## config.mk

```make
export PLATFORM = sky130hd
export DESIGN_NAME = tvm_regbank
export DESIGN_NICKNAME = d
export VERILOG_FILES = /design/src/logic/tvm_pkg.sv /design/src/logic/tvm_regbank.sv
export SDC_FILE = /design/constraint.sdc
export NUM_CORES = 1
export LEC_CHECK = 0
export ABC_AREA = 0
export BUFFER_PORTS_ARGS = -buffer_cell sky130_fd_sc_hd__buf_2
export CAP_MARGIN = 20
export CORE_ASPECT_RATIO = 0.7
export CORE_UTILIZATION = 29
export CTS_BUF_LIST = sky130_fd_sc_hd__clkbuf_4
export CTS_CLUSTER_SIZE = 24
export DETAILED_ROUTE_END_ITERATION = 16
export MAX_ROUTING_LAYER = met4
export PLACE_DENSITY_LB_ADDON = 0.08
export SYNTH_ARGS = -nofsm -noshare
export SYNTH_HDL_FRONTEND = slang
export SYNTH_SLANG_ARGS = --single-unit
```

## constraint.sdc

```tcl
create_clock -name I_CLK_SYS -period 7.2 [get_ports I_CLK_SYS]
set_input_delay 0.36 -clock I_CLK_SYS [delete_from_list [all_inputs] [get_ports I_CLK_SYS]]
set_output_delay 0.36 -clock I_CLK_SYS [all_outputs]
set_load 0.005 [all_outputs]
```

## src/logic/tvm_pkg.sv

```systemverilog
package tvm_pkg;
	localparam int REG_AW = 6;
	localparam int REG_DW = 8;
	localparam int REG_DEPTH = 64;

	localparam logic [5:0] A_MODE = 6'h00;
	localparam logic [5:0] A_FFR = 6'h01;
	localparam logic [5:0] A_VBW = 6'h03;
	localparam logic [5:0] A_IDF = 6'h04;
	localparam logic [5:0] A_CLK = 6'h06;
	localparam logic [5:0] A_SAV = 6'h07;
	localparam logic [5:0] A_POS = 6'h08;
	localparam logic [5:0] A_BLK = 6'h09;
	localparam logic [5:0] A_HPOS = 6'h0a;
	localparam logic [5:0] A_VPOS = 6'h0b;
	localparam logic [5:0] A_SYNC = 6'h0d;
	localparam logic [5:0] A_PWR = 6'h0e;
	localparam logic [5:0] A_DET = 6'h10;
	localparam logic [5:0] A_CON = 6'h11;
	localparam logic [5:0] A_PLLX = 6'h13;
	localparam logic [5:0] A_PLLM = 6'h14;
	localparam logic [5:0] A_PLLN = 6'h15;
	localparam logic [5:0] A_BCO = 6'h17;
	localparam logic [5:0] A_FSC7 = 6'h18;
	localparam logic [5:0] A_FSC6 = 6'h19;
	localparam logic [5:0] A_FSC5 = 6'h1a;
	localparam logic [5:0] A_FSC4 = 6'h1b;
	localparam logic [5:0] A_FSC3 = 6'h1c;
	localparam logic [5:0] A_FSC2 = 6'h1d;
	localparam logic [5:0] A_FSC1 = 6'h1e;
	localparam logic [5:0] A_FSC0 = 6'h1f;
	localparam logic [5:0] A_PLLC = 6'h20;
	localparam logic [5:0] A_CIVC = 6'h21;
	localparam logic [5:0] A_VER = 6'h25;
	localparam logic [5:0] A_TST0 = 6'h26;
	localparam logic [5:0] A_TST1 = 6'h27;
	localparam logic [5:0] A_TST2 = 6'h28;
	localparam logic [5:0] A_TST3 = 6'h29;
	localparam logic [5:0] A_PTR = 6'h3f;

	localparam logic [7:0] RST_MODE = 8'h6a;
	localparam logic [7:0] RST_FFR = 8'h32;
	localparam logic [7:0] RST_CLK = 8'h10;
	localparam logic [7:0] RST_ZERO = 8'h00;

	localparam int RES_HI = 7;
	localparam int RES_LO = 5;
	localparam int STD_HI = 4;
	localparam int STD_LO = 3;
	localparam int SCL_HI = 2;
	localparam int SCL_LO = 0;

	localparam logic [2:0] BIT_LAST = 3'h7;

	typedef enum logic [1:0] {STD_PAL, STD_NTSC, STD_PAL_M, STD_NTSC_J} tvm_std_t;

	typedef struct packed {
		logic valid;
		logic [4:0] mode_num;
		logic [10:0] act_w;
		logic [9:0] act_h;
		logic [10:0] h_total;
		logic [9:0] v_total;
		logic [25:0] pclk_hz;
		logic interlaced;
	} tvm_mode_t;
endpackage

```

## src/logic/tvm_regbank.sv

```systemverilog
`timescale 1ns/1ps
// Summary of operation
// - 8-bit read/write mode register at 00: resolution 7:5, standard 4:3, scaling 2:0.
// - mode register resets to 0x6a: 640x480 input, NTSC, seven-eighths scaling.
// - standard field: 00 PAL, 01 NTSC, 10 PAL-M, 11 NTSC-J.
// - field combination picks one of 29 numbered modes, scaling 5/4 to 7/10.
// - each mode fixes line total, frame total and pixel clock.
// - modes 25-28 are interlaced at their own clocks, with processing bypassed.
// - writes latched by the system clock on a filtered serial clock rising edge only; contents kept in power-down.
module tvm_regbank #(
	// arbitrary value
	parameter logic [6:0] DEV_ADDR = 7'h3a,
	// arbitrary value
	parameter logic [7:0] VERSION = 8'h5a
) (
	input wire logic I_CLK_SYS,
	input wire logic I_RST_N,
	input wire logic I_SC,
	input wire logic I_SD,
	output logic O_SD,
	output logic O_SD_OE,
	output tvm_pkg::tvm_mode_t O_MODE,
	output tvm_pkg::tvm_std_t O_STANDARD,
	output logic O_BYPASS
);
	typedef enum {ST_IDLE, ST_DEV, ST_REG, ST_WR, ST_RD} tvm_state_t;
	typedef enum {PH_BITS, PH_ACK_PEND, PH_ACK} tvm_phase_t;

	initial begin
		if (tvm_pkg::REG_DEPTH != (1 << tvm_pkg::REG_AW))
			$error("register depth must cover the full pointer range");
	end

	function automatic tvm_pkg::tvm_mode_t mk(input logic [4:0] n, input logic [10:0] aw,
			input logic [9:0] ah, input logic [10:0] ht, input logic [9:0] vt,
			input logic [25:0] hz, input logic il);
		tvm_pkg::tvm_mode_t m;
		m = '{valid: 1'b1, mode_num: n, act_w: aw, act_h: ah, h_total: ht, v_total: vt,
			pclk_hz: hz, interlaced: il};
		return m;
	endfunction

	// table in mode-number order, by resolution then standard; unlisted codes report invalid
	function automatic tvm_pkg::tvm_mode_t decode_mode(input logic [7:0] d);
		tvm_pkg::tvm_mode_t m;
		m = '0;
		case (d)
			8'b000_00_000: m = mk(5'd0, 11'd512, 10'd384, 11'd840, 10'd500, 26'd21000000, 1'b0);
			8'b000_00_001: m = mk(5'd1, 11'd512, 10'd384, 11'd840, 10'd625, 26'd26250000, 1'b0);
			8'b000_01_000: m = mk(5'd2, 11'd512, 10'd384, 11'd800, 10'd420, 26'd20139860, 1'b0);
			8'b000_01_001: m = mk(5'd3, 11'd512, 10'd384, 11'd784, 10'd525, 26'd24671329, 1'b0);
			8'b001_00_000: m = mk(5'd4, 11'd720, 10'd400, 11'd1125, 10'd500, 26'd28125000, 1'b0);
			8'b001_00_001: m = mk(5'd5, 11'd720, 10'd400, 11'd1116, 10'd625, 26'd34875000, 1'b0);
			8'b001_01_000: m = mk(5'd6, 11'd720, 10'd400, 11'd945, 10'd420, 26'd23790210, 1'b0);
			8'b001_01_001: m = mk(5'd7, 11'd720, 10'd400, 11'd936, 10'd525, 26'd29454545, 1'b0);
			8'b010_00_010: m = mk(5'd8, 11'd640, 10'd400, 11'd1000, 10'd500, 26'd25000000, 1'b0);
			8'b010_00_001: m = mk(5'd9, 11'd640, 10'd400, 11'd1008, 10'd625, 26'd31500000, 1'b0);
			8'b010_01_000: m = mk(5'd10, 11'd640, 10'd400, 11'd840, 10'd420, 26'd21146853, 1'b0);
			8'b010_01_001: m = mk(5'd11, 11'd640, 10'd400, 11'd840, 10'd525, 26'd26433566, 1'b0);
			8'b010_01_010: m = mk(5'd12, 11'd640, 10'd400, 11'd840, 10'd600, 26'd30209790, 1'b0);
			8'b011_00_000: m = mk(5'd13, 11'd640, 10'd480, 11'd840, 10'd500, 26'd21000000, 1'b0);
			8'b011_00_001: m = mk(5'd14, 11'd640, 10'd480, 11'd840, 10'd625, 26'd26250000, 1'b0);
			8'b011_00_011: m = mk(5'd15, 11'd640, 10'd480, 11'd840, 10'd750, 26'd31500000, 1'b0);
			8'b011_01_001: m = mk(5'd16, 11'd640, 10'd480, 11'd784, 10'd525, 26'd24671329, 1'b0);
			8'b011_01_010: m = mk(5'd17, 11'd640, 10'd480, 11'd784, 10'd600, 26'd28195804, 1'b0);
			8'b011_01_011: m = mk(5'd18, 11'd640, 10'd480, 11'd800, 10'd630, 26'd30209790, 1'b0);
			8'b100_00_001: m = mk(5'd19, 11'd800, 10'd600, 11'd944, 10'd625, 26'd29500000, 1'b0);
			8'b100_00_011: m = mk(5'd20, 11'd800, 10'd600, 11'd960, 10'd750, 26'd36000000, 1'b0);
			8'b100_00_100: m = mk(5'd21, 11'd800, 10'd600, 11'd936, 10'd836, 26'd39000000, 1'b0);
			8'b100_01_011: m = mk(5'd22, 11'd800, 10'd600, 11'd1040, 10'd630, 26'd39272727, 1'b0);
			8'b100_01_100: m = mk(5'd23, 11'd800, 10'd600, 11'd1040, 10'd700, 26'd43636364, 1'b0);
			8'b100_01_101: m = mk(5'd24, 11'd800, 10'd600, 11'd1064, 10'd750, 26'd47832168, 1'b0);
			8'b101_00_001: m = mk(5'd25, 11'd720, 10'd576, 11'd864, 10'd625, 26'd13500000, 1'b1);
			8'b101_01_001: m = mk(5'd26, 11'd720, 10'd480, 11'd858, 10'd525, 26'd13500000, 1'b1);
			8'b110_00_001: m = mk(5'd27, 11'd800, 10'd500, 11'd1135, 10'd625, 26'd17734375, 1'b1);
			8'b110_01_001: m = mk(5'd28, 11'd640, 10'd400, 11'd910, 10'd525, 26'd14318182, 1'b1);
			default: m = '0;
		endcase
		return m;
	endfunction

	function automatic logic [7:0] wmask(input logic [5:0] a);
		case (a)
			tvm_pkg::A_MODE, tvm_pkg::A_VBW, tvm_pkg::A_CLK, tvm_pkg::A_SAV, tvm_pkg::A_BLK,
			tvm_pkg::A_HPOS, tvm_pkg::A_VPOS, tvm_pkg::A_PLLM, tvm_pkg::A_PLLN,
			tvm_pkg::A_TST0, tvm_pkg::A_TST2, tvm_pkg::A_TST3: wmask = 8'hff;
			tvm_pkg::A_FFR, tvm_pkg::A_BCO, tvm_pkg::A_PLLC, tvm_pkg::A_TST1: wmask = 8'h3f;
			tvm_pkg::A_IDF: wmask = 8'h6f;
			tvm_pkg::A_POS, tvm_pkg::A_CON, tvm_pkg::A_CIVC: wmask = 8'h07;
			tvm_pkg::A_SYNC, tvm_pkg::A_FSC7, tvm_pkg::A_FSC6, tvm_pkg::A_FSC5,
			tvm_pkg::A_FSC2, tvm_pkg::A_FSC1, tvm_pkg::A_FSC0: wmask = 8'h0f;
			tvm_pkg::A_PWR, tvm_pkg::A_PLLX, tvm_pkg::A_FSC4, tvm_pkg::A_FSC3: wmask = 8'h1f;
			tvm_pkg::A_DET: wmask = 8'h01;
			default: wmask = 8'h00;
		endcase
	endfunction

	function automatic logic [7:0] rst_val(input logic [5:0] a);
		case (a)
			tvm_pkg::A_MODE: rst_val = tvm_pkg::RST_MODE;
			tvm_pkg::A_FFR: rst_val = tvm_pkg::RST_FFR;
			tvm_pkg::A_CLK: rst_val = tvm_pkg::RST_CLK;
			default: rst_val = tvm_pkg::RST_ZERO;
		endcase
	endfunction

	logic [2:0] sc_s_r;
	logic [2:0] sd_s_r;
	logic sc_q_r;
	logic sd_q_r;
	logic [7:0] mem_r [0:tvm_pkg::REG_DEPTH-1];
	tvm_state_t state_r, state_nxt;
	tvm_phase_t phase_r, phase_nxt;
	logic [7:0] shift_r, shift_nxt;
	logic [7:0] tx_r, tx_nxt;
	logic [2:0] cnt_r, cnt_nxt;
	logic [5:0] ptr_r, ptr_nxt;
	logic own_r, own_nxt;
	logic oe_r, oe_nxt;
	logic wr_en;
	tvm_pkg::tvm_mode_t mode_r;
	tvm_pkg::tvm_std_t std_r;

	// pin inputs count only once the second and third stages agree
	wire sc_ok = sc_s_r[1] == sc_s_r[2];
	wire sd_ok = sd_s_r[1] == sd_s_r[2];
	wire sc_rise = sc_ok & sc_s_r[1] & ~sc_q_r;
	wire sc_fall = sc_ok & ~sc_s_r[1] & sc_q_r;
	wire sc_high = sc_q_r & ~sc_fall;
	wire bus_start = sd_ok & ~sd_s_r[1] & sd_q_r & sc_high;
	wire bus_stop = sd_ok & sd_s_r[1] & ~sd_q_r & sc_high;
	wire [7:0] byte_in = {shift_r[6:0], sd_q_r};
	wire [7:0] mode_reg = mem_r[tvm_pkg::A_MODE];
	wire [7:0] rd_data = (ptr_r == tvm_pkg::A_PTR) ? {2'h0, ptr_r} :
		(ptr_r == tvm_pkg::A_VER) ? VERSION : (mem_r[ptr_r] & wmask(ptr_r));
	wire [7:0] wr_data = byte_in & wmask(ptr_r);
	wire [5:0] ptr_inc = ptr_r + 6'h01;

	always_ff @(posedge I_CLK_SYS or negedge I_RST_N) begin
		if (!I_RST_N) begin
			sc_s_r <= 3'h7;
			sd_s_r <= 3'h7;
			sc_q_r <= 1'b1;
			sd_q_r <= 1'b1;
		end else begin
			sc_s_r <= {sc_s_r[1:0], I_SC};
			sd_s_r <= {sd_s_r[1:0], I_SD};
			if (sc_ok)
				sc_q_r <= sc_s_r[1];
			if (sd_ok)
				sd_q_r <= sd_s_r[1];
		end
	end

	// serial slave: sample on rising clock, drive on falling, ack own address and each byte written
	always_comb begin
		state_nxt = state_r;
		phase_nxt = phase_r;
		shift_nxt = shift_r;
		tx_nxt = tx_r;
		cnt_nxt = cnt_r;
		ptr_nxt = ptr_r;
		own_nxt = own_r;
		oe_nxt = oe_r;
		wr_en = 1'b0;
		if (bus_start) begin
			state_nxt = ST_DEV;
			phase_nxt = PH_BITS;
			cnt_nxt = 3'h0;
			oe_nxt = 1'b0;
		end else if (bus_stop) begin
			state_nxt = ST_IDLE;
			phase_nxt = PH_BITS;
			oe_nxt = 1'b0;
		end else if (state_r != ST_IDLE && sc_rise) begin
			if (phase_r == PH_BITS) begin
				shift_nxt = byte_in;
				cnt_nxt = cnt_r + 3'h1;
				if (cnt_r == tvm_pkg::BIT_LAST) begin
					phase_nxt = PH_ACK_PEND;
					own_nxt = 1'b1;
					case (state_r)
						ST_DEV: begin
							if (byte_in[7:1] == DEV_ADDR)
								state_nxt = byte_in[0] ? ST_RD : ST_REG;
							else begin
								state_nxt = ST_IDLE;
								phase_nxt = PH_BITS;
							end
						end
						ST_REG: begin
							ptr_nxt = byte_in[5:0];
							state_nxt = ST_WR;
						end
						ST_WR: begin
							wr_en = 1'b1;
							ptr_nxt = ptr_inc;
						end
						ST_RD: own_nxt = 1'b0;
						default: state_nxt = ST_IDLE;
					endcase
				end
			end else if (phase_r == PH_ACK && !own_r && sd_q_r) begin
				// master declined further data
				state_nxt = ST_IDLE;
				phase_nxt = PH_BITS;
			end
		end else if (state_r != ST_IDLE && sc_fall) begin
			case (phase_r)
				PH_ACK_PEND: begin
					phase_nxt = PH_ACK;
					oe_nxt = own_r;
				end
				PH_ACK: begin
					phase_nxt = PH_BITS;
					oe_nxt = 1'b0;
					if (state_r == ST_RD) begin
						tx_nxt = {rd_data[6:0], 1'b0};
						oe_nxt = ~rd_data[7];
						ptr_nxt = ptr_inc;
					end
				end
				PH_BITS: begin
					if (state_r == ST_RD) begin
						oe_nxt = ~tx_r[7];
						tx_nxt = {tx_r[6:0], 1'b0};
					end
				end
				default: phase_nxt = PH_BITS;
			endcase
		end
	end

	always_ff @(posedge I_CLK_SYS or negedge I_RST_N) begin
		if (!I_RST_N) begin
			state_r <= ST_IDLE;
			phase_r <= PH_BITS;
			shift_r <= 8'h00;
			tx_r <= 8'h00;
			cnt_r <= 3'h0;
			ptr_r <= 6'h00;
			own_r <= 1'b0;
			oe_r <= 1'b0;
		end else begin
			state_r <= state_nxt;
			phase_r <= phase_nxt;
			shift_r <= shift_nxt;
			tx_r <= tx_nxt;
			cnt_r <= cnt_nxt;
			ptr_r <= ptr_nxt;
			own_r <= own_nxt;
			oe_r <= oe_nxt;
		end
	end

	// only serial traffic writes here; no power state touches the contents
	always_ff @(posedge I_CLK_SYS or negedge I_RST_N) begin
		if (!I_RST_N) begin
			for (int i = 0; i < tvm_pkg::REG_DEPTH; i++)
				mem_r[i] <= rst_val(6'(i));
		end else if (wr_en) begin
			mem_r[ptr_r] <= wr_data;
		end
	end

	// decode registered so the outputs never glitch during a write
	always_ff @(posedge I_CLK_SYS or negedge I_RST_N) begin
		if (!I_RST_N) begin
			mode_r <= '0;
			std_r <= tvm_pkg::STD_NTSC;
		end else begin
			mode_r <= decode_mode(mode_reg);
			std_r <= tvm_pkg::tvm_std_t'(mode_reg[tvm_pkg::STD_HI:tvm_pkg::STD_LO]);
		end
	end

	// open drain: only ever pulls low
	assign O_SD = 1'b0;
	assign O_SD_OE = oe_r;
	assign O_MODE = mode_r;
	assign O_STANDARD = std_r;
	assign O_BYPASS = mode_r.interlaced;

	reset_value_a: assert property (@(posedge I_CLK_SYS) $rose(I_RST_N) |->
		mode_reg == tvm_pkg::RST_MODE)
		else $error("mode register not at reset value");
	default_mode_a: assert property (@(posedge I_CLK_SYS) disable iff (!I_RST_N)
		mode_reg == tvm_pkg::RST_MODE |=> O_MODE.mode_num == 5'd17 && O_MODE.h_total == 11'd784 &&
		O_MODE.v_total == 10'd600 && O_MODE.pclk_hz == 26'd28195804)
		else $error("default mode totals wrong");
	std_decode_a: assert property (@(posedge I_CLK_SYS) disable iff (!I_RST_N)
		mode_reg[4:3] == 2'h3 |=> O_STANDARD == tvm_pkg::STD_NTSC_J)
		else $error("standard field 11 not decoded");
	interlace_mode_a: assert property (@(posedge I_CLK_SYS) disable iff (!I_RST_N)
		mode_reg[7:5] == 3'h5 && mode_reg[2:0] == 3'h1 |=> O_MODE.interlaced && O_BYPASS &&
		O_MODE.pclk_hz == 26'd13500000)
		else $error("interlaced mode not flagged");
	invalid_combo_a: assert property (@(posedge I_CLK_SYS) disable iff (!I_RST_N)
		mode_reg[7:5] == 3'h7 |=> !O_MODE.valid)
		else $error("unlisted combination reported valid");
	write_store_a: assert property (@(posedge I_CLK_SYS) disable iff (!I_RST_N)
		wr_en && ptr_r == tvm_pkg::A_MODE |=> mode_reg == $past(byte_in))
		else $error("mode register write lost");
	write_clock_a: assert property (@(posedge I_CLK_SYS) disable iff (!I_RST_N)
		wr_en |-> sc_rise && state_r == ST_WR)
		else $error("write not tied to serial clock edge");
	ptr_step_a: assert property (@(posedge I_CLK_SYS) disable iff (!I_RST_N)
		wr_en |=> ptr_r == $past(ptr_inc))
		else $error("pointer did not advance after write");
	idle_release_a: assert property (@(posedge I_CLK_SYS) disable iff (!I_RST_N)
		bus_stop |=> !O_SD_OE && state_r == ST_IDLE)
		else $error("data line held after stop");

	mode_write_c: cover property (@(posedge I_CLK_SYS) disable iff (!I_RST_N)
		wr_en && ptr_r == tvm_pkg::A_MODE);
	read_byte_c: cover property (@(posedge I_CLK_SYS) disable iff (!I_RST_N)
		state_r == ST_RD && phase_r == PH_ACK && !own_r);
	interlaced_c: cover property (@(posedge I_CLK_SYS) disable iff (!I_RST_N)
		O_MODE.interlaced);
endmodule

```

=== Word level (Yosys, flattened, before mapping) ===
Memories as Yosys holds them, arrays and structs flattened.
Index checks and enable logic that the tools add are counted.
Widths: inputs -> output; s select.

* Flip-flop bits (word level): 687
* Bits in read-only memories: 1,024
* Memories kept: 2
* Logic and storage cells: 255
* Input bits: 4
* Output and inout port bits: 80

* Reductions and logical operators: 30
* Order comparisons: 2
* Equal/unequal tests: 55
* Bitwise logic cells: 24
* $add $sub $neg: 2
* Multiplexer cells: 55

{| class="wikitable"
|+ Memory list
! name !! depth !! width !! read ports !! clocked after memory_dff !! write ports !! line !! RTL
|-
| (name not given) || 64 || 8 || 1 || 0 || 0 || tvm_regbank.sv:83 || <nowiki>case (a)</nowiki>
|-
| (name not given) || 64 || 8 || 1 || 0 || 0 || tvm_regbank.sv:83 ||
|}

{| class="wikitable"
|+ Operators by type and width
! kind !! count
|-
| $pmux 75 s29 || 1
|-
| $bwmux 512 || 1
|-
| $mux 32 || 12
|-
| $eq 32x2->1 const B || 3
|-
| $pmux 32 s3 || 1
|-
| $eq 8x7->1 const B || 11
|-
| $eq 8x8->1 const B || 10
|-
| $eq 32x1->1 const B || 2
|-
| $eq 32x3->1 const B || 2
|-
| $logic_not 32->1 || 2
|-
| $pmux 32 s2 || 1
|-
| $mux 8 || 7
|-
| $bmux 8 s6 || 1
|-
| $demux 8 s6 || 1
|-
| $mux 6 || 6
|-
| $eq 32x4->1 const B || 1
|-
| $eq 8x6->1 const B || 4
|-
| $reduce_bool 32->1 || 1
|-
| $mux 3 || 6
|-
| $and 8x8->8 || 2
|-
| $eq 8x4->1 const B || 2
|-
| $pmux 8 s2 || 1
|-
| $reduce_and 4->1 || 4
|-
| $mux 1 || 15
|-
| other kinds (34) || 71
|}

=== Logic depth before layout (Yosys ltp) ===
Gate-level depths: netlist of run 1.

* Depth in word-level cells: 14
* Depth in mapped cells: 14
* Depth with buffers taken out: 8

=== Worst setup path after synthesis of run 1 ===
No wires, ideal clock.

* Path kind: flip-flop to flip-flop
* From: reg ptr_r[0]
* To: reg mem_r[217] (netlist name)
* Buffers on the path: 6
* Data arrival time: 3,134 ps
* Required time: 7,075 ps
* Path slack: 3,941 ps
* Period minus slack after synthesis: 3,259 ps
* Setup time: 125 ps
* Cell stages (with the launch flop): 14
* Cell sequence: dfrtp_1 > buf_2 > buf_4 > buf_2 > inv_1 > buf_1 > ha_1 > nand2b_1 > a211o_1 > a31oi_1 > nor2b_1 > clkbuf_1 > clkbuf_1 > mux2_2

* Cells in the longest elaborated chain, start to end: 6
* Elaborated cells between the ends (all ways): 9
* Those cells by class: 2 x order compare; 3 x mux; 2 x bitwise; 1 x reduce/logical; 1 x memory

{| class="wikitable"
|+ Ends and longest elaborated chain
! element !! line !! RTL
|-
| start, declared || tvm_regbank.sv:117 || <nowiki>logic [5:0] ptr_r, ptr_nxt;</nowiki>
|-
| start signal, assigned || tvm_regbank.sv:250 || <nowiki>ptr_r <= ptr_nxt;</nowiki>
|-
| $not 6->7 (implied by the code) || tvm_regbank.sv:262 || <nowiki>mem_r[ptr_r] <= wr_data;</nowiki>
|-
| $ge 7x7->1 (implied by the code) / $lt 7x1->1 (equally long branches) || tvm_regbank.sv:262 ||
|-
| $logic_and 1x1->1 (implied by the code) || tvm_regbank.sv:262 ||
|-
| $mux 8 (implied by the code) || tvm_regbank.sv:262 ||
|-
| $demux 8 s6 || tvm_regbank.sv:262 ||
|-
| $bwmux 512 (*) || tvm_regbank.sv:262 ||
|-
| end signal, assigned by index || tvm_regbank.sv:260 || <nowiki>mem_r[i] <= rst_val(6'(i));</nowiki>
|-
| end signal, assigned by index || tvm_regbank.sv:262 ||
|-
| end, declared || tvm_regbank.sv:111 || <nowiki>logic [7:0] mem_r [0:tvm_pkg::REG_DEPTH-1];</nowiki>
|}

Every way passes the cells marked *; elsewhere a longest branch is shown, timed or not.
A chain may end at the register's enable or synchronous reset.

=== Worst setup path after layout of run 1 ===
* From: reg ptr_r[3]
* To: reg oe_r (netlist: O_SD_OE)

* Cells in the longest elaborated chain, start to end: 14
* Elaborated cells between the ends (all ways): 17
* Those cells by class: 2 x eq/ne; 11 x mux; 3 x bitwise; 1 x memory

{| class="wikitable"
|+ Ends and longest elaborated chain
! element !! line !! RTL
|-
| $not 6->7 (implied by the code) || tvm_regbank.sv:135 || <nowiki>(ptr_r == tvm_pkg::A_VER) ? VERSION : (mem_r[ptr_r] & wmask(ptr_r));</nowiki>
|-
| $bmux 8 s6 || tvm_regbank.sv:135 ||
|-
| $mux 8 (implied by the code) (2 in a row) || tvm_regbank.sv:135 ||
|-
| $and 8x8->8 || tvm_regbank.sv:135 ||
|-
| $mux 8 || tvm_regbank.sv:135 ||
|-
| $mux 8 (*) || tvm_regbank.sv:134 || <nowiki>wire [7:0] rd_data = (ptr_r == tvm_pkg::A_PTR) ? {2'h0, ptr_r} :</nowiki>
|-
| $not 1->1 (*) || tvm_regbank.sv:219 || <nowiki>oe_nxt = ~rd_data[7];</nowiki>
|-
| $mux 1 (*) || tvm_regbank.sv:217 || <nowiki>if (state_r == ST_RD) begin</nowiki>
|-
| $pmux 1 s3 (*) || tvm_regbank.sv:209 || <nowiki>case (phase_r)</nowiki>
|-
| $mux 1 (*) || tvm_regbank.sv:208 || <nowiki>end else if (state_r != ST_IDLE && sc_fall) begin</nowiki>
|-
| $mux 1 (*) || tvm_regbank.sv:175 || <nowiki>end else if (state_r != ST_IDLE && sc_rise) begin</nowiki>
|-
| $mux 1 (*) || tvm_regbank.sv:171 || <nowiki>end else if (bus_stop) begin</nowiki>
|-
| $mux 1 (*) || tvm_regbank.sv:166 || <nowiki>if (bus_start) begin</nowiki>
|-
| end signal, assigned || tvm_regbank.sv:252 || <nowiki>oe_r <= oe_nxt;</nowiki>
|-
| end, declared || tvm_regbank.sv:119 || <nowiki>logic oe_r, oe_nxt;</nowiki>
|}

Every way passes the cells marked *; elsewhere a longest branch is shown, timed or not. The select of a mux whose other input is x is not followed.

==> results of run 1 <==
[layout make-up]
type                       count  area [µm²]
timing repair buffer         128         913
antenna                        2        5.00
clock inverter                45         264
multi-input combinational   1490       12800
sequential                   615       15400
fill                        9884       65300
tap                         1323        1660
inverter                      20        75.1
clock buffer                 248        1860
[logic make-up (layout without fill, tap and decap cells)]
kind of cell    after synthesis  after routing  synth area share
simple gates                650            650             0.123
mux                         540            540             0.248
xor+xnor                      5              5           0.00151
buf+inv                     174            441            0.0259
flops                       615            615             0.533
fa+ha+maj                    15             15           0.00649
compound gates              272            272            0.0626
other cells                   1             10          0.000130
[critical path: stages, from the launching register on]
cell,delay (ns)
dfrtp_2,0.67
buf_4,0.47
inv_1,0.29
nor2_1,0.83
a22oi_1,0.39
a21oi_1,0.61
nor4_1,0.09
a311o_1,0.34
[worst max-delay path by stage]
stage / startpoint / end / slack [ns] / cells past startpoint
3_3_place_gp: ptr_r[1] / mem_r[227] / 3.17 / 7
5_1_grt: ptr_r[1] / mem_r[230] / 3.22 / 9
6_report: ptr_r[3] / O_SD_OE / 3.42 / 7
4_1_cts: ptr_r[0] / mem_r[378] / 3.41 / 8
2_1_floorplan: ptr_r[0] / mem_r[217] / 3.94 / 13
3_5_place_dp: ptr_r[1] / mem_r[450] / 3.42 / 5
[repair_timing]
item | 4_1_cts | 5_1_grt
endpoints found under the setup margin | 0 | 0
hold buffers | 7 | 0
hold endpoints to repair | 109 | 0
gates resized for setup | 0 | 0
[stage by stage]
step	hold slack (ns)	instance area, µm²
5_1_grt	0.363	33000
3_5_place_dp	0.348	30800
2_1_floorplan	0.0644	28900
6_report	0.358	33000
4_1_cts	0.360	33000
3_3_place_gp	0.348	30700
[cells in the mapped netlist (all sizes together) (4+ instances only)]
cell type,instances
dfrtp,598
mux2,376
nor2b,161
nor2,153
nand2,125
mux4,103
clkbuf,90
o21ai,67
buf,64
mux2i,61
a21oi,51
nand3,35
nor3,34
nand2b,28
nand4,26
a22oi,22
inv,18
a31oi,17
dfstp,17
and2b,16
and2,15
ha,15
o22ai,11
a22o,9
o211ai,9
a211oi,8
nand4b,8
a221oi,7
o2111ai,7
or3,7
a21o,6
and3,6
nor4,6
o31ai,6
a2bb2oi,5
xor2,5
nand3b,4
nor3b,4
o21a,4
or2,4
or3b,4
[power breakdown]
part           total, mW  switching [mW]  internal, mW
Combinational      0.569           0.446         0.123
Sequential          3.54          0.0515          3.49
Clock               3.20            1.56          1.65
[metal layers]
| metal | global-route usage | up-vias | wire (µm) | part of all wire |
|---|---|---|---|---|
| met3 | 0.0445 | 158 | 6350 | 0.063 |
| li1 | - | 8618 | - | - |
| met4 | 0.0614 | 0 | 2000 | 0.020 |
| met2 | 0.263 | 660 | 39800 | 0.40 |
| met5 | - | - | 0 | 0 |
| met1 | 0.328 | 10531 | 52600 | 0.52 |
==> metrics.md, run 1 <==
| Metric | Value |
|---|---|
| Post-route ant nets | `0` |
| Synthesized cell area | `28900 µm²` |
| Vias in the first global route | `20393` |
| Number of flops mapped to enable cells by yosys | `0` |
| H-tree depth | `4` |
| Initial antenna violation count | `4` |
| Setup violators final | `0` |
| Mapped Cells | `2272` |
| Worst-path fanout max | `29` |
| Gp weighted congestion | `0.929` |
| Clk pin slew, worst setup/hold paths | `0.06 ns` |
| CP arrival | `4.74 ns` |
| HP Start | `sd_s_r[0]` |
| WHS Endpoint | `sd_s_r[1]` |
| Area grow syn2layout | `14.3%` |
| Clk Latency, worst-skew pair | `1.07 ns` |
| R2R Setup Slk | `3.42 ns` |
| TritonCTS buffer count | `163` |
| Syn avg cell area | `12.7 µm²` |
| Root Buffer | `clkbuf_4` |
| Io pins | `84` |
| Unrepaired setup endpoints after global routing | `no` |
| DP Worst Slack | `3.42 ns` |
| Synth Warn # | `0` |
| Req. time, crit path | `8.16 ns` |
| Worst VDD drop | `146 µV` |
| I/O Buffers | `75` |
| Tot Pwr | `7.31 mW` |
| Worst-Margin Slew | `1.16 ns` |
| Setup Fix Bufs, Post-CTS | `0` |
| F_max | `264 MHz` |
| Cells on worst reg2reg path | `7` |
| Final hold vios | `0` |
| First-pass GRT wire length | `149000 µm` |
| Post-synthesis sequential area ratio | `0.533` |
| Period Utilization, post-route | `0.525` |
| Sink Count | `615` |
| CP endpoint kind | `flop` |
| Starting density of the core | `0.294` |
| Most frequent cells in the layout | `dfrtp_1, mux2_2, clkbuf_4, nor2b_1, nand2_1` |
| Layout cells sized above 1 | `0.378` |
| Final core utilization | `0.336` |
| Non-Filler Instances | `3871` |
| Die Area | `101000 µm²` |
| Tmin final | `3.78 ns` |
| Crit start category | `flop` |
| Detailed Routing Iterations Pass 1 | `7` |
| Row cnt | `96` |
| Setup tns final | `0 ns` |
| Clock skew | `0.0630 ns` |
| DR iter-0 viols | `1627` |
| PD cells | `221 nW/µm²` |
| Synth unique cells | `78` |
| GRT Util Overall | `0.210` |
| Post-Route WL | `101000 µm` |
| CP Class | `flop to flop` |
| Final slew viol count | `0` |
| Leak pwr | `15.2 nW` |
| Residual DRC count | `0` |
| Die Ht | `266 µm` |
| Post-synthesis async set-or-reset flop share | `1.00` |
| Outcome | `finished, final reports clean` |
| Max FFs per register | `504` |
| Routed vias/inst | `5.16` |
| DR vias | `19967` |
| Die width | `379 µm` |
| Hold Path Class | `flop to flop` |
| Post-synth top area share | `0.517` |
| Cell depth of the worst hold path | `0` |
| Pin count of the biggest net entering global routing | `168` |
| Leading area contributor after synthesis | `dfrtp_1` |
| R2R Path End | `O_SD_OE` |
| CTS Buffer Depth | `3` |
| Dominant cells by area after synthesis | `dfrtp_1, mux2_2, mux4_2` |
| Post-synth top flop | `dfrtp_1` |
| Grt ovf | `0` |
| TritonCTS clock tree | `done` |
| Core area | `98400 µm²` |
| Routed WL per cell | `26.0 µm` |
| PnR worst setup slack | `3.42 ns` |
| #FFs+latches synth | `615` |
| Max_slew headroom | `0.221` |
| MaxCap Viol Count | `0` |
| Layout Nets | `2437` |
| Dpl hpwl | `67500 µm` |
| Placed cell count | `3567` |
| Reg2reg start | `ptr_r[3]` |
| Commonest non-fill, non-tap cell in the layout | `dfrtp_1` |
Note: power is estimated with default switching activity, not from simulation.
==> run 2, diff against run 1 <==
--- a/config.mk
+++ b/config.mk
@@ -5,7 +5,7 @@
 export SDC_FILE = /design/constraint.sdc
 export NUM_CORES = 1
 export LEC_CHECK = 0
-export ABC_AREA = 0
+export ABC_AREA = 1
 export BUFFER_PORTS_ARGS = -buffer_cell sky130_fd_sc_hd__buf_2
 export CAP_MARGIN = 20
 export CORE_ASPECT_RATIO = 0.7
==> constraint.sdc (replaced) <==
create_clock -name I_CLK_SYS -period 3.86 [get_ports I_CLK_SYS]
set_input_delay 0.193 -clock I_CLK_SYS [delete_from_list [all_inputs] [get_ports I_CLK_SYS]]
set_output_delay 0.193 -clock I_CLK_SYS [all_outputs]
set_load 0.005 [all_outputs]
==> run 2 against run 1 <==
Total power up 85%. Register-to-register slack worse by 2.9 ns. Clock skew up 0.021 ns. Synthesized area down 0.87%. Utilization up 0.070 points. Setup slack worse by 2.9 ns. Worst hold slack worse by 0.093 ns. Clock power up 87%. Sequential cell count unchanged. First-iteration DRC count up 42%. Final cell count up 37%. Largest power group unchanged.
==> metrics.md, run 2 <==
| Metric | Value |
|---|---|
| Number of flops mapped to enable cells by yosys | `0 (unchanged)` |
| Crit path cell chain | `ha_1 > inv_1 > nor2_1 > nand2_2 > nor2_2 > inv_2 > nor2_4 > nand2_4 > nor3_4 > nand2_1 > nand2_1 > o21ai_0` |
| Leading area contributor after synthesis | `dfrtp_1` |
| PnR worst setup slack | `0.488 ns (-2.93 ns)` |
| Tot Pwr | `13.5 mW (+85%)` |
| First-pass GRT wire length | `163000 µm (+9.1%)` |
| Starting density of the core | `0.292 (-0.00147)` |
| Worst-path fanout max | `16 (-45%)` |
| Core area | `98000 µm² (-0.37%)` |
| Syn avg cell area | `7.72 µm² (-39%)` |
| Resize count post-CTS | `0 (unchanged)` |
| Clk pin slew, worst setup/hold paths | `0.07 ns (about the same)` |
| TritonCTS clock tree | `done` |
| Seq pwr share | `0.484 (about the same)` |
| Gp weighted congestion | `1.01 (+8.3%)` |
| CP endpoint kind | `flop` |
| FF+latch area | `15400 µm² (about the same)` |
| Area grow syn2layout | `15.1%` |
| CTS Buffer Depth | `3 (unchanged)` |
| Final slew viol count | `0 (unchanged)` |
| #FFs+latches synth | `615 (unchanged)` |
| Post-synth top area share | `0.522 (+0.00452)` |
| Levels on crit path | `12 (+5)` |
| Row cnt | `96 (unchanged)` |
| Die Ht | `265 µm (-0.43%)` |
| Die width | `378 µm (-0.43%)` |
| I/O Buffers | `75 (unchanged)` |
| Post-synthesis sequential area ratio | `0.538 (+0.00465)` |
| Number of fill cells | `10682 (+8.1%)` |
| Clock skew | `0.0836 ns (+0.0207 ns)` |
| Cell repeated most along the worst path | `nand2_1` |
| Post-synthesis async set-or-reset flop share | `1.00 (unchanged)` |
| Die Area | `100000 µm² (-0.86%)` |
| Commonest non-fill, non-tap cell in the layout | `nand2_1` |
| Commonest cells in the netlist | `nand2_1, dfrtp_1, o21ai_0` |
| Outcome | `finished, final reports clean` |
| DR iter-0 viols | `2308 (+42%)` |
| Detailed Routing Iterations Pass 1 | `5 (-2)` |
| Cells on worst reg2reg path | `12 (+5)` |
| Layout cells sized above 1 | `0.122 (-0.256)` |
| P_int | `9.77 mW (+86%)` |
| Most numerous cell in the Yosys netlist | `nand2_1` |
| Routed WL per cell | `20.2 µm (-22%)` |
| Max FFs per register | `504 (unchanged)` |
| Sink Count | `615 (unchanged)` |
| Most frequent cells in the layout | `nand2_1, dfrtp_1, o21ai_0, inv_1, nor2_1` |
| Unrepaired setup endpoints after global routing | `no` |
| Final hold vios | `0 (unchanged)` |
| Crit-path max cell delay | `0.55 ns (-0.28 ns)` |
| GRT Util Overall | `0.225 (+0.0145)` |
| CP arrival | `4.31 ns (-0.43 ns)` |
| Switching portion of total power | `0.277 (-0.00388)` |
| Hold Path Class | `primary input to flop` |
| Setup Fix Bufs, Post-CTS | `0 (unchanged)` |
| H-tree depth | `4 (unchanged)` |
| Max_slew headroom | `0.441 (+0.220)` |
| Crit start category | `flop` |
| Crit path max-delay cell type | `dfstp_2` |
| Hold-fix buffers, CTS | `7 (unchanged)` |
| Synth Warn # | `0 (unchanged)` |
| Non-Filler Instances | `5295 (+37%)` |
| Synthesized cell area | `28700 µm² (-0.87%)` |
| Leak pwr | `17.1 nW (+13%)` |
| MaxCap Viol Count | `0 (unchanged)` |
| Pin count of the biggest net entering global routing | `80 (-52%)` |
| Dominant cells by area after synthesis | `dfrtp_1, nand2_1, o21ai_0` |
| Routed vias/inst | `4.70 (-8.8%)` |
| Req. time, crit path | `4.80 ns (-3.36 ns)` |
| Vias in the first global route | `24478 (+20%)` |
| TritonCTS buffer count | `164 (+0.61%)` |
| Residual DRC count | `0 (unchanged)` |
| Post-synth top flop | `dfrtp_1` |
| Tmin final | `3.37 ns (-0.409 ns)` |
| DP Worst Slack | `0.571 ns (-2.85 ns)` |
| Period Utilization, post-route | `0.874 (+0.349)` |
| Synth unique cells | `40 (-49%)` |
| Buf+Inv Stages, Crit Path | `2 (unchanged)` |
| Root Buffer | `clkbuf_4` |
| Dpl hpwl | `69600 µm (+3.2%)` |
| CP Class | `flop to flop` |
| F_max | `297 MHz (+12%)` |
| Post-route ant nets | `0 (unchanged)` |
| Grt ovf | `0 (unchanged)` |
| Layout Nets | `3877 (+59%)` |
| Clock power share | `0.442 (+0.004)` |
| Setup tns final | `0 ns (unchanged)` |
| Initial antenna violation count | `3 (-1)` |
| DR vias | `24896 (+25%)` |
| Io pins | `84 (unchanged)` |
| Comb pwr share | `0.074 (-0.004)` |
| Cell depth of the worst hold path | `3 (+3)` |
| Clk Latency, worst-skew pair | `1.10 ns (+0.03 ns)` |
| Mapped Cells | `3714 (+63%)` |
| Post-Route WL | `107000 µm (+6.1%)` |
| Placed cell count | `5008 (+40%)` |
| PD cells | `410 nW/µm² (+85%)` |
| Worst-Margin Slew | `0.831 ns (-0.329 ns)` |
| Setup violators final | `0 (unchanged)` |
| NetSw | `3.74 mW (+82%)` |
| Area of the multi-input gates | `11100 µm² (-13%)` |
| Cell family with most CP delay | `simple AND/OR/NAND/NOR gates` |
| Worst VDD drop | `192 µV (+32%)` |
-- run 2: changes by cell type after synthesis, sizes merged, moves of 61 or more --
cell | before | now
o21ai | 67 | 480
nand2 | 125 | 1431
mux4 | 103 | 0
nor2 | 153 | 257
inv | 18 | 344
mux2i | 61 | 0
nor2b | 161 | 0
nand3 | 35 | 138
mux2 | 376 | 0
-- run 2: path summary, 6_finish.rpt --
| kind | slack, ns | from | to |
|---|---|---|---|
| hold / removal | 0.27 | I_SD | sd_s_r[0] |
| hold reg to reg | 0.34 | sc_s_r[0] | sc_s_r[1] |
| min in group asynchronous | 0.45 | I_RST_N | mem_r[258] |
| setup reg to reg | 0.49 | sc_s_r[1] | mem_r[173] |
| setup / recovery | 0.49 | sc_s_r[1] | mem_r[173] |
| max in group asynchronous | 2.83 | I_RST_N | mem_r[356] |
-- run 2: worst register-to-register path, delay by kind of cell (launching register included) --
kind / cells / cell delay [ns]
AOI/OAI and AO/OA: 1 / 0.09
adders and majority gates: 1 / 0.14
buffers and inverters: 2 / 0.24
DFF: 1 / 0.55
and+or+nand+nor: 8 / 2.19
-- run 2: area by class of cell --
cell class / count / share of cell area
sequential: 615 / 0.467
clock buffer: 245 / 0.0558
inverter: 345 / 0.0395
multi-input combinational: 2562 / 0.337
antenna: 2 / 0.000152
tap: 1323 / 0.0502
clock inverter: 33 / 0.00649
timing repair buffer: 170 / 0.0431
-- run 2: metal layers --
metal	GRT usage	wire length [µm]
met3	0.0575	7800
met4	0.0661	1850
met1	0.341	55900
met2	0.286	41400
met5	-	0
-- run 2: cell families (layout without fill, tap and decap cells) --
kind of cell,Yosys count,count (layout),synth area share
adder cells (fa/ha/maj),15,15,0.00655
AO/OA/AOI/OAI,600,600,0.108
other,1,10,0.000131
flip-flops,615,615,0.538
buffers and inverters,544,793,0.0762
AND/OR/NAND/NOR,1939,1939,0.271
-- run 2: power groups by stage --
stage	clock network (mW)	registers, mW	logic (mW)
after floorplan	0	6.65	0.406
after global placement	0	6.67	1.01
after detailed placement	0	6.67	1.00
after CTS	6.27	6.55	1.01
after global routing	6.57	6.55	1.09
final	5.97	6.55	0.996
-- run 2: metrics by stage --
stage                      util  hold WS, ns  area (µm²)
final                     0.337        0.265       33000
after global routing      0.337        0.236       33000
after CTS                 0.337       0.0897       33000
after detailed placement  0.315        0.276       30800
after global placement    0.315        0.278       30800
after floorplan               -       -0.103       28700
